File: config.mk
export PLATFORM = sky130hd
export DESIGN_NAME = jrx_rx_flat
export DESIGN_NICKNAME = d
export VERILOG_FILES = /design/src/hw/jrx_pkg.sv /design/src/hw/jrx_link_if.sv /design/src/hw/jrx_rx.sv /design/src/flat_wrapper.sv
export SDC_FILE = /design/constraint.sdc
export NUM_CORES = 1
export LEC_CHECK = 0
export ABC_AREA = 1
export BUFFER_PORTS_ARGS = -buffer_cell sky130_fd_sc_hd__buf_2
export CAP_MARGIN = 0
export CORE_MARGIN = 2
export CORE_UTILIZATION = 61
export DETAILED_ROUTE_END_ITERATION = 7
export GPL_TIMING_DRIVEN = 0
export PLACE_DENSITY = 0.9
export SLEW_MARGIN = 0
export SYNTH_ARGS = -nofsm -noshare
export SYNTH_HDL_FRONTEND = slang
export SYNTH_SLANG_ARGS = --single-unit
File: constraint.sdc
create_clock -name clk -period 6.4 [get_ports clk]
set_clock_uncertainty 0.1 [all_clocks]
set_input_delay 0.96 -clock clk [delete_from_list [all_inputs] [get_ports clk]]
set_output_delay 0.96 -clock clk [all_outputs]
set_load 0.05 [all_outputs]
File: src/hw/jrx_pkg.sv
// shared constants, types and functions for both ends of the receive link
package jrx_pkg;
    // ******************************
    // geometry and register offsets
    // ******************************
    localparam int LANES = 8;
    localparam int CFG_WORDS = 11;
    localparam logic [10:0] OFS_SYNC_CTRL = 11'h03A;
    localparam logic [10:0] OFS_SYNC_STAT = 11'h03B;
    localparam logic [10:0] OFS_PWDN = 11'h201;
    localparam logic [10:0] OFS_LINK_CTRL = 11'h300;
    localparam logic [10:0] OFS_SUBCLASS = 11'h301;
    localparam logic [10:0] OFS_CFG_FIRST = 11'h450;
    localparam logic [10:0] OFS_CFG_LAST = 11'h45A;
    localparam logic [10:0] OFS_PAGE = 11'h460;
    localparam logic [10:0] OFS_LANE_EN = 11'h461;
    localparam logic [10:0] OFS_LANE_DSK = 11'h462;
    localparam logic [10:0] OFS_CSUM = 11'h463;
    localparam logic [10:0] OFS_LINK_RST = 11'h464;
    localparam logic [10:0] OFS_CFG_ERR = 11'h465;
    // ******************************
    // field positions and values
    // ******************************
    localparam int LC_SUM_BIT = 6;
    localparam int LC_DUAL_BIT = 3;
    localparam int SYNC_ONESHOT_BIT = 0;
    localparam int SYNC_ARM_BIT = 6;
    localparam int SYNC_EN_BIT = 7;
    localparam int STAT_LOCK_BIT = 3;
    localparam int CW_L = 3;
    localparam int CW_F = 4;
    localparam int CW_K = 5;
    localparam int CW_M = 6;
    localparam int CW_N = 7;
    localparam int CW_NP = 8;
    localparam int CW_S = 9;
    localparam int CW_HD = 10;
    localparam logic [4:0] SAMPLE_BITS = 5'd16;
    localparam logic [4:0] K_LONG = 5'd0;
    localparam logic [4:0] K_SHORT = 5'd16;
    localparam logic [7:0] K28_5 = 8'hBC;
    localparam logic [7:0] RESET_BYTE = 8'h00;
    localparam logic [31:0] LANE_RATE_MULT = 32'h14;

    typedef logic [CFG_WORDS-1:0][7:0] jrx_cfg_t;
    typedef struct packed {
        logic ok;
        logic [4:0] m;
        logic [4:0] l;
        logic [4:0] s;
        logic [4:0] f;
    } jrx_mode_t;

    // operating mode table; ok low for an unusable mode
    function automatic jrx_mode_t mode_params(input logic [3:0] md, input logic dual);
        jrx_mode_t p;
        p = '0;
        case (md)
            4'h0: p = '{!dual, 5'd4, 5'd8, 5'd1, 5'd1};
            4'h1: p = '{!dual, 5'd4, 5'd8, 5'd2, 5'd2};
            4'h2: p = '{!dual, 5'd4, 5'd4, 5'd1, 5'd2};
            4'h3: p = '{!dual, 5'd4, 5'd2, 5'd1, 5'd4};
            4'h4: p = '{1'b1, 5'd2, 5'd4, 5'd1, 5'd1};
            4'h5: p = '{1'b1, 5'd2, 5'd4, 5'd2, 5'd2};
            4'h6: p = '{1'b1, 5'd2, 5'd2, 5'd1, 5'd2};
            4'h7: p = '{1'b1, 5'd2, 5'd1, 5'd1, 5'd4};
            4'h9: p = '{1'b1, 5'd1, 5'd2, 5'd1, 5'd1};
            4'hA: p = '{1'b1, 5'd1, 5'd1, 5'd1, 5'd2};
            default: p = '0;
        endcase
        return p;
    endfunction

    // bit0: a table mode matches, bit1: that mode allows only 32 frames
    function automatic logic [1:0] mode_match(input logic [4:0] l, input logic [4:0] m, input logic [4:0] s,
                                              input logic [4:0] f, input logic dual);
        jrx_mode_t p;
        logic [1:0] r;
        r = 2'b00;
        for (int md = 0; md < 11; md++) begin
            p = mode_params(4'(md), dual);
            if (p.ok && p.l == l && p.m == m && p.s == s && p.f == f) begin
                r = {(md == 0 || md == 4 || md == 9), 1'b1};
            end
        end
        return r;
    endfunction

    // sum of the individual fields, all counts kept as value minus one
    function automatic logic [7:0] field_sum(input jrx_cfg_t c);
        return 8'({3'h0, c[CW_L][4:0]} + {3'h0, c[CW_M]} + {3'h0, c[CW_K][4:0]} + {3'h0, c[CW_N][4:0]}
            + {3'h0, c[CW_NP][4:0]} + {3'h0, c[CW_S][4:0]} + {7'h0, c[CW_L][7]} + {7'h0, c[CW_HD][7]}
            + {5'h0, c[CW_NP][7:5]} + {5'h0, c[CW_S][7:5]});
    endfunction

    // sum of the packed configuration words
    function automatic logic [7:0] reg_sum(input jrx_cfg_t c);
        logic [7:0] t;
        t = 8'h00;
        for (int i = 0; i < CFG_WORDS; i++) begin
            t = 8'(t + c[i]);
        end
        return t;
    endfunction

    // self-synchronising 1 + x^14 + x^15 over one octet, msb first; descr picks the state source
    function automatic logic [22:0] scr_step(input logic [14:0] st, input logic [7:0] din, input logic descr);
        logic [14:0] s;
        logic [7:0] q;
        logic b;
        s = st;
        q = 8'h00;
        for (int j = 7; j >= 0; j--) begin
            b = din[j] ^ s[14] ^ s[13];
            q[j] = b;
            s = {s[13:0], descr ? din[j] : b};
        end
        return {s, q};
    endfunction

    // per-lane rate from input sample rate, converter count and lane count
    function automatic logic [31:0] lane_rate(input logic [15:0] rate, input logic [4:0] m, input logic [4:0] l);
        return (LANE_RATE_MULT * {16'h0000, rate} * {27'h0, m}) / ((l == 5'd0) ? 32'h1 : {27'h0, l});
    endfunction
endpackage

File: src/hw/jrx_link_if.sv
// serial lane bundle between the transmitter end and the receiver end
`timescale 1ns/1ps
interface jrx_link_if #(parameter int LANES = 8);
    logic [LANES-1:0][7:0] lane_octet;
    logic lane_valid;
    logic sysref;
    logic [1:0] sync_n;

    modport tx_end (output lane_octet, output lane_valid, output sysref, input sync_n);
    modport rx_end (input lane_octet, input lane_valid, input sysref, output sync_n);
endinterface

File: src/hw/jrx_rx.sv
// receiver end: register file, configuration check, descrambling and sync machine
// Notes on behaviour
// RULE1: modes 0-3: four converters, single link
// RULE2: modes 4-7,9,10 table, single or dual
// RULE3: high density set exactly when one octet
// RULE4: resolution and sample width both sixteen
// RULE5: modes 0,4,9 need 32 frames
// RULE6: dual link: two separately resettable links
// RULE7: software programs both link pages identically
// RULE8: transmitter mirrors all link parameters
// RULE9: scrambling setting turns descrambling on
// RULE10: page select steers configuration accesses
// RULE11: thermometer masks enable and deskew lanes
// RULE12: power-down bit turns lane off
// RULE13: sum method must match transmitter
// RULE14: field sum, low eight bits
// RULE15: register sum over 0x450..0x45A
// RULE16: lane rate = 20*rate*M/L
// RULE17: subclass decides SYSREF-based determinism
// RULE18: lock shows in status bit 3
// RULE19: activation 1 link 0, 3 both
// RULE20: counts stored as value minus one
// RULE21: sync control 0x01, 0x81, 0xC1
// RULE22: descrambler 1+x^14+x^15 per lane
`timescale 1ns/1ps
module jrx_rx #(parameter int LANES = 8) (
    input wire logic clk,
    input wire logic resetn,
    jrx_link_if.rx_end link,
    input wire logic [12:0] avs_address,
    input wire logic avs_read,
    input wire logic avs_write,
    input wire logic [31:0] avs_writedata,
    input wire logic [3:0] avs_byteenable,
    output logic [31:0] avs_readdata,
    output logic avs_waitrequest,
    output logic [LANES-1:0][7:0] rx_octet,
    output logic [1:0] rx_valid
);
    // ******************************
    // avalon slave: one wait state on every access
    // ******************************
    logic ack_reg;
    logic [10:0] idx;
    logic wr_go;
    logic rd_go;
    logic [7:0] wbyte;
    assign idx = avs_address[12:2];
    assign avs_waitrequest = (avs_read || avs_write) && !ack_reg;
    assign wr_go = avs_write && ack_reg && avs_byteenable[0];
    assign rd_go = avs_read && !ack_reg;
    assign wbyte = avs_writedata[7:0];

    // ******************************
    // registers
    // ******************************
    logic [7:0] pwdn_reg;
    logic [7:0] link_ctrl_reg;
    logic [2:0] subclass_reg;
    logic [7:0] sync_ctrl_reg;
    logic page_reg;
    logic [7:0] lane_en_reg;
    logic [7:0] lane_dsk_reg;
    logic [1:0] link_rst_reg;
    jrx_pkg::jrx_cfg_t cfg_reg [2];
    logic dual;
    logic sum_method;
    logic [1:0] link_on;
    logic cfg_hit;
    logic [3:0] cfg_idx;
    assign dual = link_ctrl_reg[jrx_pkg::LC_DUAL_BIT];
    assign sum_method = link_ctrl_reg[jrx_pkg::LC_SUM_BIT];
    assign link_on[0] = link_ctrl_reg[0]; // RULE19
    assign link_on[1] = link_ctrl_reg[1] && dual; // RULE19 RULE6
    assign cfg_hit = idx >= jrx_pkg::OFS_CFG_FIRST && idx <= jrx_pkg::OFS_CFG_LAST;
    assign cfg_idx = 4'(idx - jrx_pkg::OFS_CFG_FIRST);

    // ******************************
    // configuration check on the selected page
    // ******************************
    jrx_pkg::jrx_cfg_t cp;
    logic [4:0] c_l;
    logic [4:0] c_f;
    logic [4:0] c_m;
    logic [4:0] c_s;
    logic [1:0] mm;
    logic [4:0] cfg_err;
    logic [7:0] csum;
    assign cp = cfg_reg[page_reg];
    assign c_l = 5'(cp[jrx_pkg::CW_L][4:0] + 5'd1); // RULE20
    assign c_f = 5'(cp[jrx_pkg::CW_F][4:0] + 5'd1);
    assign c_m = 5'(cp[jrx_pkg::CW_M][4:0] + 5'd1);
    assign c_s = 5'(cp[jrx_pkg::CW_S][4:0] + 5'd1);
    assign mm = jrx_pkg::mode_match(c_l, c_m, c_s, c_f, dual); // RULE1 RULE2
    assign cfg_err[0] = cp[jrx_pkg::CW_HD][7] != (c_f == 5'd1); // RULE3
    assign cfg_err[1] = 5'(cp[jrx_pkg::CW_N][4:0] + 5'd1) != jrx_pkg::SAMPLE_BITS
        || 5'(cp[jrx_pkg::CW_NP][4:0] + 5'd1) != jrx_pkg::SAMPLE_BITS; // RULE4
    assign cfg_err[2] = 5'(cp[jrx_pkg::CW_K][4:0] + 5'd1) != jrx_pkg::K_LONG
        && (mm[1] || 5'(cp[jrx_pkg::CW_K][4:0] + 5'd1) != jrx_pkg::K_SHORT); // RULE5
    assign cfg_err[3] = !mm[0];
    assign cfg_err[4] = dual && cfg_reg[0] != cfg_reg[1]; // RULE7
    assign csum = sum_method ? jrx_pkg::reg_sum(cp) : jrx_pkg::field_sum(cp); // RULE13 RULE14 RULE15

    // ******************************
    // sync machine
    // ******************************
    typedef enum logic [1:0] {JRX_IDLE, JRX_ENABLED, JRX_ARMED, JRX_LOCKED} jrx_sync_t;
    jrx_sync_t sync_reg;
    jrx_sync_t sync_next;
    logic [2:0] sysref_sync_reg;
    logic sysref_rise;
    logic lock_event;
    // sysref comes from outside, two flops before the edge detector looks at it
    assign sysref_rise = sysref_sync_reg[1] && !sysref_sync_reg[2];
    always_comb begin
        sync_next = sync_reg;
        case (sync_reg)
            JRX_IDLE: begin
                if (sync_ctrl_reg[jrx_pkg::SYNC_EN_BIT]) begin
                    sync_next = JRX_ENABLED; // RULE21
                end
            end
            JRX_ENABLED: begin
                if (sync_ctrl_reg[jrx_pkg::SYNC_ARM_BIT]) begin
                    sync_next = JRX_ARMED; // RULE21
                end
            end
            JRX_ARMED: begin
                // subclass 0 aligns to the internal clock, subclass 1 waits for sysref
                if (subclass_reg == 3'h0 || sysref_rise) begin
                    sync_next = JRX_LOCKED; // RULE17
                end
            end
            JRX_LOCKED: sync_next = JRX_LOCKED;
            default: sync_next = JRX_IDLE;
        endcase
        if (!sync_ctrl_reg[jrx_pkg::SYNC_EN_BIT]) begin
            sync_next = JRX_IDLE;
        end
    end
    assign lock_event = sync_reg == JRX_ARMED && sync_next == JRX_LOCKED;

    // register writes; a one-shot lock drops the arm bit unless software writes it in the same cycle
    always_ff @(posedge clk or negedge resetn) begin
        if (!resetn) begin
            ack_reg <= 1'b0;
            pwdn_reg <= 8'h00;
            link_ctrl_reg <= 8'h00;
            subclass_reg <= 3'h0;
            sync_ctrl_reg <= 8'h00;
            page_reg <= 1'b0;
            lane_en_reg <= 8'h00;
            lane_dsk_reg <= 8'h00;
            link_rst_reg <= 2'b00;
            cfg_reg[0] <= '0;
            cfg_reg[1] <= '0;
            sync_reg <= JRX_IDLE;
            sysref_sync_reg <= 3'b000;
        end else begin
            ack_reg <= (avs_read || avs_write) && !ack_reg;
            sync_reg <= sync_next;
            sysref_sync_reg <= {sysref_sync_reg[1:0], link.sysref};
            if (lock_event && sync_ctrl_reg[jrx_pkg::SYNC_ONESHOT_BIT]) begin
                sync_ctrl_reg[jrx_pkg::SYNC_ARM_BIT] <= 1'b0;
            end
            if (wr_go) begin
                case (idx)
                    jrx_pkg::OFS_PWDN: pwdn_reg <= wbyte; // RULE12
                    jrx_pkg::OFS_LINK_CTRL: link_ctrl_reg <= wbyte & 8'h4B;
                    jrx_pkg::OFS_SUBCLASS: subclass_reg <= wbyte[2:0];
                    jrx_pkg::OFS_SYNC_CTRL: sync_ctrl_reg <= wbyte; // RULE21
                    jrx_pkg::OFS_PAGE: page_reg <= wbyte[0];
                    jrx_pkg::OFS_LANE_EN: lane_en_reg <= wbyte; // RULE11
                    jrx_pkg::OFS_LANE_DSK: lane_dsk_reg <= wbyte; // RULE11
                    jrx_pkg::OFS_LINK_RST: link_rst_reg <= wbyte[1:0];
                    default: begin
                        if (cfg_hit) begin
                            cfg_reg[page_reg][cfg_idx] <= wbyte; // RULE10
                        end
                    end
                endcase
            end
        end
    end

    // read mux, loaded in the wait cycle so data stands when waitrequest drops
    logic [7:0] rd_byte;
    always_comb begin
        rd_byte = 8'h00;
        case (idx)
            jrx_pkg::OFS_PWDN: rd_byte = pwdn_reg;
            jrx_pkg::OFS_LINK_CTRL: rd_byte = link_ctrl_reg;
            jrx_pkg::OFS_SUBCLASS: rd_byte = {5'h00, subclass_reg};
            jrx_pkg::OFS_SYNC_CTRL: rd_byte = sync_ctrl_reg;
            jrx_pkg::OFS_SYNC_STAT: rd_byte[jrx_pkg::STAT_LOCK_BIT] = sync_reg == JRX_LOCKED; // RULE18
            jrx_pkg::OFS_PAGE: rd_byte = {7'h00, page_reg};
            jrx_pkg::OFS_LANE_EN: rd_byte = lane_en_reg;
            jrx_pkg::OFS_LANE_DSK: rd_byte = lane_dsk_reg;
            jrx_pkg::OFS_CSUM: rd_byte = csum;
            jrx_pkg::OFS_LINK_RST: rd_byte = {6'h00, link_rst_reg};
            jrx_pkg::OFS_CFG_ERR: rd_byte = {3'h0, cfg_err};
            default: rd_byte = cfg_hit ? cp[cfg_idx] : 8'h00; // RULE10
        endcase
    end
    always_ff @(posedge clk or negedge resetn) begin
        if (!resetn) begin
            avs_readdata <= 32'h0;
        end else if (rd_go) begin
            avs_readdata <= {24'h0, rd_byte};
        end
    end

    // ******************************
    // lane data path
    // ******************************
    logic [LANES-1:0] lane_live;
    logic [LANES-1:0] lane_link;
    logic [1:0] link_up;
    logic [LANES-1:0][14:0] st_reg;
    logic [LANES-1:0][14:0] st_next;
    logic [LANES-1:0][7:0] oct_next;
    logic scr_on;
    assign scr_on = cp[jrx_pkg::CW_L][7];
    // link up when activated, out of its own reset and locked
    assign link_up[0] = link_on[0] && !link_rst_reg[0] && sync_reg == JRX_LOCKED; // RULE6
    assign link_up[1] = link_on[1] && !link_rst_reg[1] && sync_reg == JRX_LOCKED; // RULE6
    genvar g;
    generate
        for (g = 0; g < LANES; g++) begin : g_lane
            assign lane_link[g] = dual && g >= LANES / 2;
            assign lane_live[g] = lane_en_reg[g] && !pwdn_reg[g] && link_up[lane_link[g]]; // RULE11 RULE12
        end
    endgenerate
    always_comb begin
        for (int i = 0; i < LANES; i++) begin
            st_next[i] = st_reg[i];
            oct_next[i] = jrx_pkg::RESET_BYTE;
            if (!lane_live[i] || !link.lane_valid) begin
                st_next[i] = lane_live[i] ? st_reg[i] : 15'h0000;
            end else if (scr_on) begin
                {st_next[i], oct_next[i]} = jrx_pkg::scr_step(st_reg[i], link.lane_octet[i], 1'b1); // RULE9 RULE22
            end else begin
                oct_next[i] = link.lane_octet[i]; // RULE9
            end
        end
    end
    // a link is valid only once every deskewed lane of it is live
    logic [1:0] valid_next;
    assign valid_next[0] = link_up[0] && link.lane_valid
        && ((lane_live | ~(lane_dsk_reg & ~lane_link)) == {LANES{1'b1}});
    assign valid_next[1] = link_up[1] && link.lane_valid
        && ((lane_live | ~(lane_dsk_reg & lane_link)) == {LANES{1'b1}});
    always_ff @(posedge clk or negedge resetn) begin
        if (!resetn) begin
            st_reg <= '0;
            rx_octet <= '0;
            rx_valid <= 2'b00;
            link.sync_n <= 2'b00;
        end else begin
            st_reg <= st_next;
            rx_octet <= oct_next;
            rx_valid <= valid_next;
            link.sync_n <= link_up; // RULE6
        end
    end
endmodule

File: src/flat_wrapper.sv
// flat-port wrapper written by rule: the top's interface ports become plain ports
module jrx_rx_flat 
#(parameter int LANES = 8)
  (clk, resetn, avs_address, avs_read, avs_write, avs_writedata, avs_byteenable, avs_readdata, avs_waitrequest, rx_octet, rx_valid, link_lane_octet, link_lane_valid, link_sysref, link_sync_n);
  jrx_link_if #(.LANES(LANES)) link_i ();
  input wire logic clk;
  input wire logic resetn;
  input wire logic [12:0] avs_address;
  input wire logic avs_read;
  input wire logic avs_write;
  input wire logic [31:0] avs_writedata;
  input wire logic [3:0] avs_byteenable;
  output logic [31:0] avs_readdata;
  output logic avs_waitrequest;
  output logic [LANES-1:0][7:0] rx_octet;
  output logic [1:0] rx_valid;
  input wire logic [$bits(link_i.lane_octet)-1:0] link_lane_octet;
  input wire logic [$bits(link_i.lane_valid)-1:0] link_lane_valid;
  input wire logic [$bits(link_i.sysref)-1:0] link_sysref;
  output wire logic [$bits(link_i.sync_n)-1:0] link_sync_n;
  assign link_i.lane_octet = link_lane_octet;
  assign link_i.lane_valid = link_lane_valid;
  assign link_i.sysref = link_sysref;
  assign link_sync_n = link_i.sync_n;
  jrx_rx #(.LANES(LANES)) u_core (.clk(clk), .resetn(resetn), .link(link_i), .avs_address(avs_address), .avs_read(avs_read), .avs_write(avs_write), .avs_writedata(avs_writedata), .avs_byteenable(avs_byteenable), .avs_readdata(avs_readdata), .avs_waitrequest(avs_waitrequest), .rx_octet(rx_octet), .rx_valid(rx_valid));
endmodule
==> summary.txt <==
Timing
  – Min Tclk post-route: about 6400 ps
  – TNS Setup: 0 ps
  – Worst-Margin Slew: about 1300 ps
  – Max Freq: around 160 MHz
  – Setup-failing EPs final: 0
  – Fin. Hold Viols: 0
  – Max-slew headroom: about a tenth
  – Worst Hold Margin: 266 ps
  – Max Slew Vio Count: 0
  – RSZ-0062 raised after global routing: true
  – Fin crit share: between 90% and 100%

Clock network
  – CTS H-Tree Depth: 2
  – CTS Sinks: 420
  – Hold buffers post-CTS: 0
  – CTS max path bufs: 3
  – Setup repair bufs after CTS: 0
  – CTS resizes: 1
  – CTS tree: done
  – Worst-path clk slew: roughly 60 ps
  – Clk_lat worst skew: approximately 600 ps
  – Num CTS Buffers: 43
  – Clk root buf: clkbuf_16

Route
  – Initial drt markers: about 2500
  – Pre-antenna DRT Iters: 6
  – DRC violation count after routing: 0
  – Final ANT Viol Nets: 0
  – Vias/cell: between 5 and 6
  – Routed WL per cell: 21.8 um
  – Final wirelength: roughly 80 mm
  – Via count: ~22000

Cells and area
  – Max reg flops: around 180
  – Multi-input gate area: roughly 0.011 mm2
  – Layout Utilization: a little over two thirds
  – Fin nets: 3338
  – Fill count: between 2000 and 3000
  – Share of post-route cells with drive strength above 1: between 10% and 20%
  – Finished Layout Cells: 3664
  – Area Growth Syn to Fin: 12.9%
  – Register area: 0.0105 mm2
  – Most frequent cells in the layout: 586 x nand2_1, 420 x dfrtp_1, 391 x inv_1
  – Most common cell after layout, fill and taps aside: nand2_1

Global route
  – Global-route wire length before repair: between 100 and 150 mm
  – Largest net degree at the start of global routing: roughly 130
  – Initial antenna violation count: 1
  – Total track usage: ~40%
  – Overflow left after global routing: 0
  – Vias in the first global route: around 21000

Placed design
  – Placed Cells: 3589
  – Routability cong.: slightly above 1
  – Port Buffers: between 150 and 200
  – HPWL after DPL: roughly 60 mm

Pwr
  – Combinational Power Share: 6.5%
  – Worst VDD drop: ~0.00024 V
  – Sw frac: roughly 24%
  – Leakage: about 14 nW
  – Clock Power Share: 46.3%
  – Switching pwr: approximately 1.4 mW
  – Power density over the cells: between 200 and 250 mW/mm2
  – Internal: between 4 and 5 mW
  – Sequential power share: a little under half

Critical path
  – Crit end category: register
  – Worst Path Arrival: 6760 ps
  – CP startpoint kind: register
  – Req. time, crit path: about 6800 ps
  – Path type of the worst setup path: register to register
  – Crit-path max FO: 10

Yosys
  – Synthesis-stage register bit count: 420
  – Ys Warns: 0
  – Area leader, netlist: dfrtp_1
  – Ranking of synthesized cells by area: dfrtp_1 43%, nand2_1 9.1%, fa_1 6.9%
  – Mapped Avg Cell Area: 8.41 um2
  – Seq/Total Area, Yosys: 43.4%
  – Post-synthesis cell count: 2880
  – Mapped Area: 0.0242 mm2
  – Yosys cell types: 55
  – Post-synth EDFFs: 0
  – Post-synth ARST share: 100%
  – Synth top area share: a little over two fifths
  – Synth Flop Type: dfrtp_1

Floorplanning
  – # IOs: 220
  – Die Y: approximately 200 um
  – Die width: about 200 um
  – Starting Density: 62.2%
  – DIE AREA: about 0.041 mm2
  – Core Region: 0.0389 mm2
  – Num rows: 72

Hold path
  – Hold WC Path Type: input pin to async pin

Outcome
  – Outcome: finished clean

Flow run
  – MaxCap Viol Count: 0
-- cell families (layout without fill, tap and decap cells) --
kind of cell / after synthesis / count (layout) / share of synthesized area [%]
other: 1 / 25 / 0.0155
multiplexers: 8 / 8 / 0.331
flip-flops: 420 / 420 / 43.4
buffers and inverters: 532 / 774 / 10.3
XOR/XNOR: 130 / 130 / 4.70
AND/OR/NAND/NOR: 1109 / 1109 / 20.1
adder cells (fa/ha/maj): 105 / 105 / 8.03
AO/OA/AOI/OAI: 575 / 575 / 13.1
-- power groups by stage --
stage,registers [mW],logic [mW],clock network (mW)
after floorplan,2.75,0.145,0
after global placement,2.73,0.348,0
after detailed placement,2.73,0.360,0
after CTS,2.68,0.362,2.63
after global routing,2.68,0.390,2.74
final,2.68,0.369,2.63
-- metal layers --
metal	routed length, um	vias to the layer above	GRT usage (%)
met2	38500	1304	65.3
li1	-	9653	-
met4	4210	0	18.8
met3	7590	270	6.90
met5	0	-	0
met1	29700	10576	49.1
-- worst paths after layout --
kind,start,endpoint,slack (ps),cells past startpoint
max,u_core.page_reg$_DFFE_PN0P_,u_core.avs_readdata[4]$_DFFE_PN0P_,40,24
min,resetn,u_core.rx_octet[20]$_DFF_PN0_,270,1
max reg2reg,u_core.page_reg$_DFFE_PN0P_,u_core.avs_readdata[4]$_DFFE_PN0P_,40,24
min reg2reg,u_core.sysref_sync_reg[1]$_DFF_PN0_,u_core.sysref_sync_reg[2]$_DFF_PN0_,290,0
max in group asynchronous,resetn,u_core.cfg_reg[16]$_DFFE_PN0P_,4460,3
min in group clk,u_core.sysref_sync_reg[1]$_DFF_PN0_,u_core.sysref_sync_reg[2]$_DFF_PN0_,290,0
-- stage by stage --
step | power (mW) | setup slack [ps] | cell area (um2)
global route | 5.81 | -38.2 | 27300
CTS | 5.67 | 53.2 | 27300
global placement | 3.07 | -3640 | 25800
finish | 5.68 | 36.3 | 27300
detailed placement | 3.09 | -77.1 | 25900
floorplan | 2.90 | 1090 | 24300
-- area by class of cell --
class,count,share of cell area [%]
antenna,1,0.00915
tap,518,2.37
clock inverter,16,0.915
sequential,420,38.4
multi-input combinational,1951,41.4
timing repair buffer,168,3.36
inverter,412,5.67
clock buffer,60,4.42
buffer,118,3.42
-- cells in the mapped netlist (4+ instances only) --
cell	instances
o2111ai_1	5
inv_2	18
nor2_2	8
nor4_1	4
o21ai_2	16
or2_2	20
nor2_1	258
or2_0	9
o22ai_1	103
xnor2_1	63
nand3_1	114
xor2_1	67
a21oi_1	43
nand2_1	587
buf_4	34
buf_2	21
o21a_1	7
or2_1	4
buf_12	5
o21ai_1	187
nand4_1	28
inv_1	391
clkbuf_1	27
ha_1	21
buf_6	33
nor3_1	18
mux2i_1	8
nor2_4	10
o221ai_1	5
o21ai_0	188
nand2_2	17
fa_1	84
dfrtp_1	420
nand2_4	21
a31oi_1	4
o211ai_1	6
-- worst max-delay path, stage by stage, from the launching register on --
cell	delay, ps
dfrtp_1	430
buf_6	190
buf_12	150
buf_6	170
buf_6	230
buf_6	220
o21a_1	250
inv_1	90
fa_1	570
fa_1	430
inv_1	100
fa_1	440
fa_1	500
inv_1	50
fa_1	480
inv_1	50
ha_1	210
fa_1	450
or2_2	310
a31oi_1	330
o22ai_1	130
nor2_1	130
nand3_1	120
o21ai_1	90
inv_1	50
Note: power is estimated with default switching activity, not from simulation.
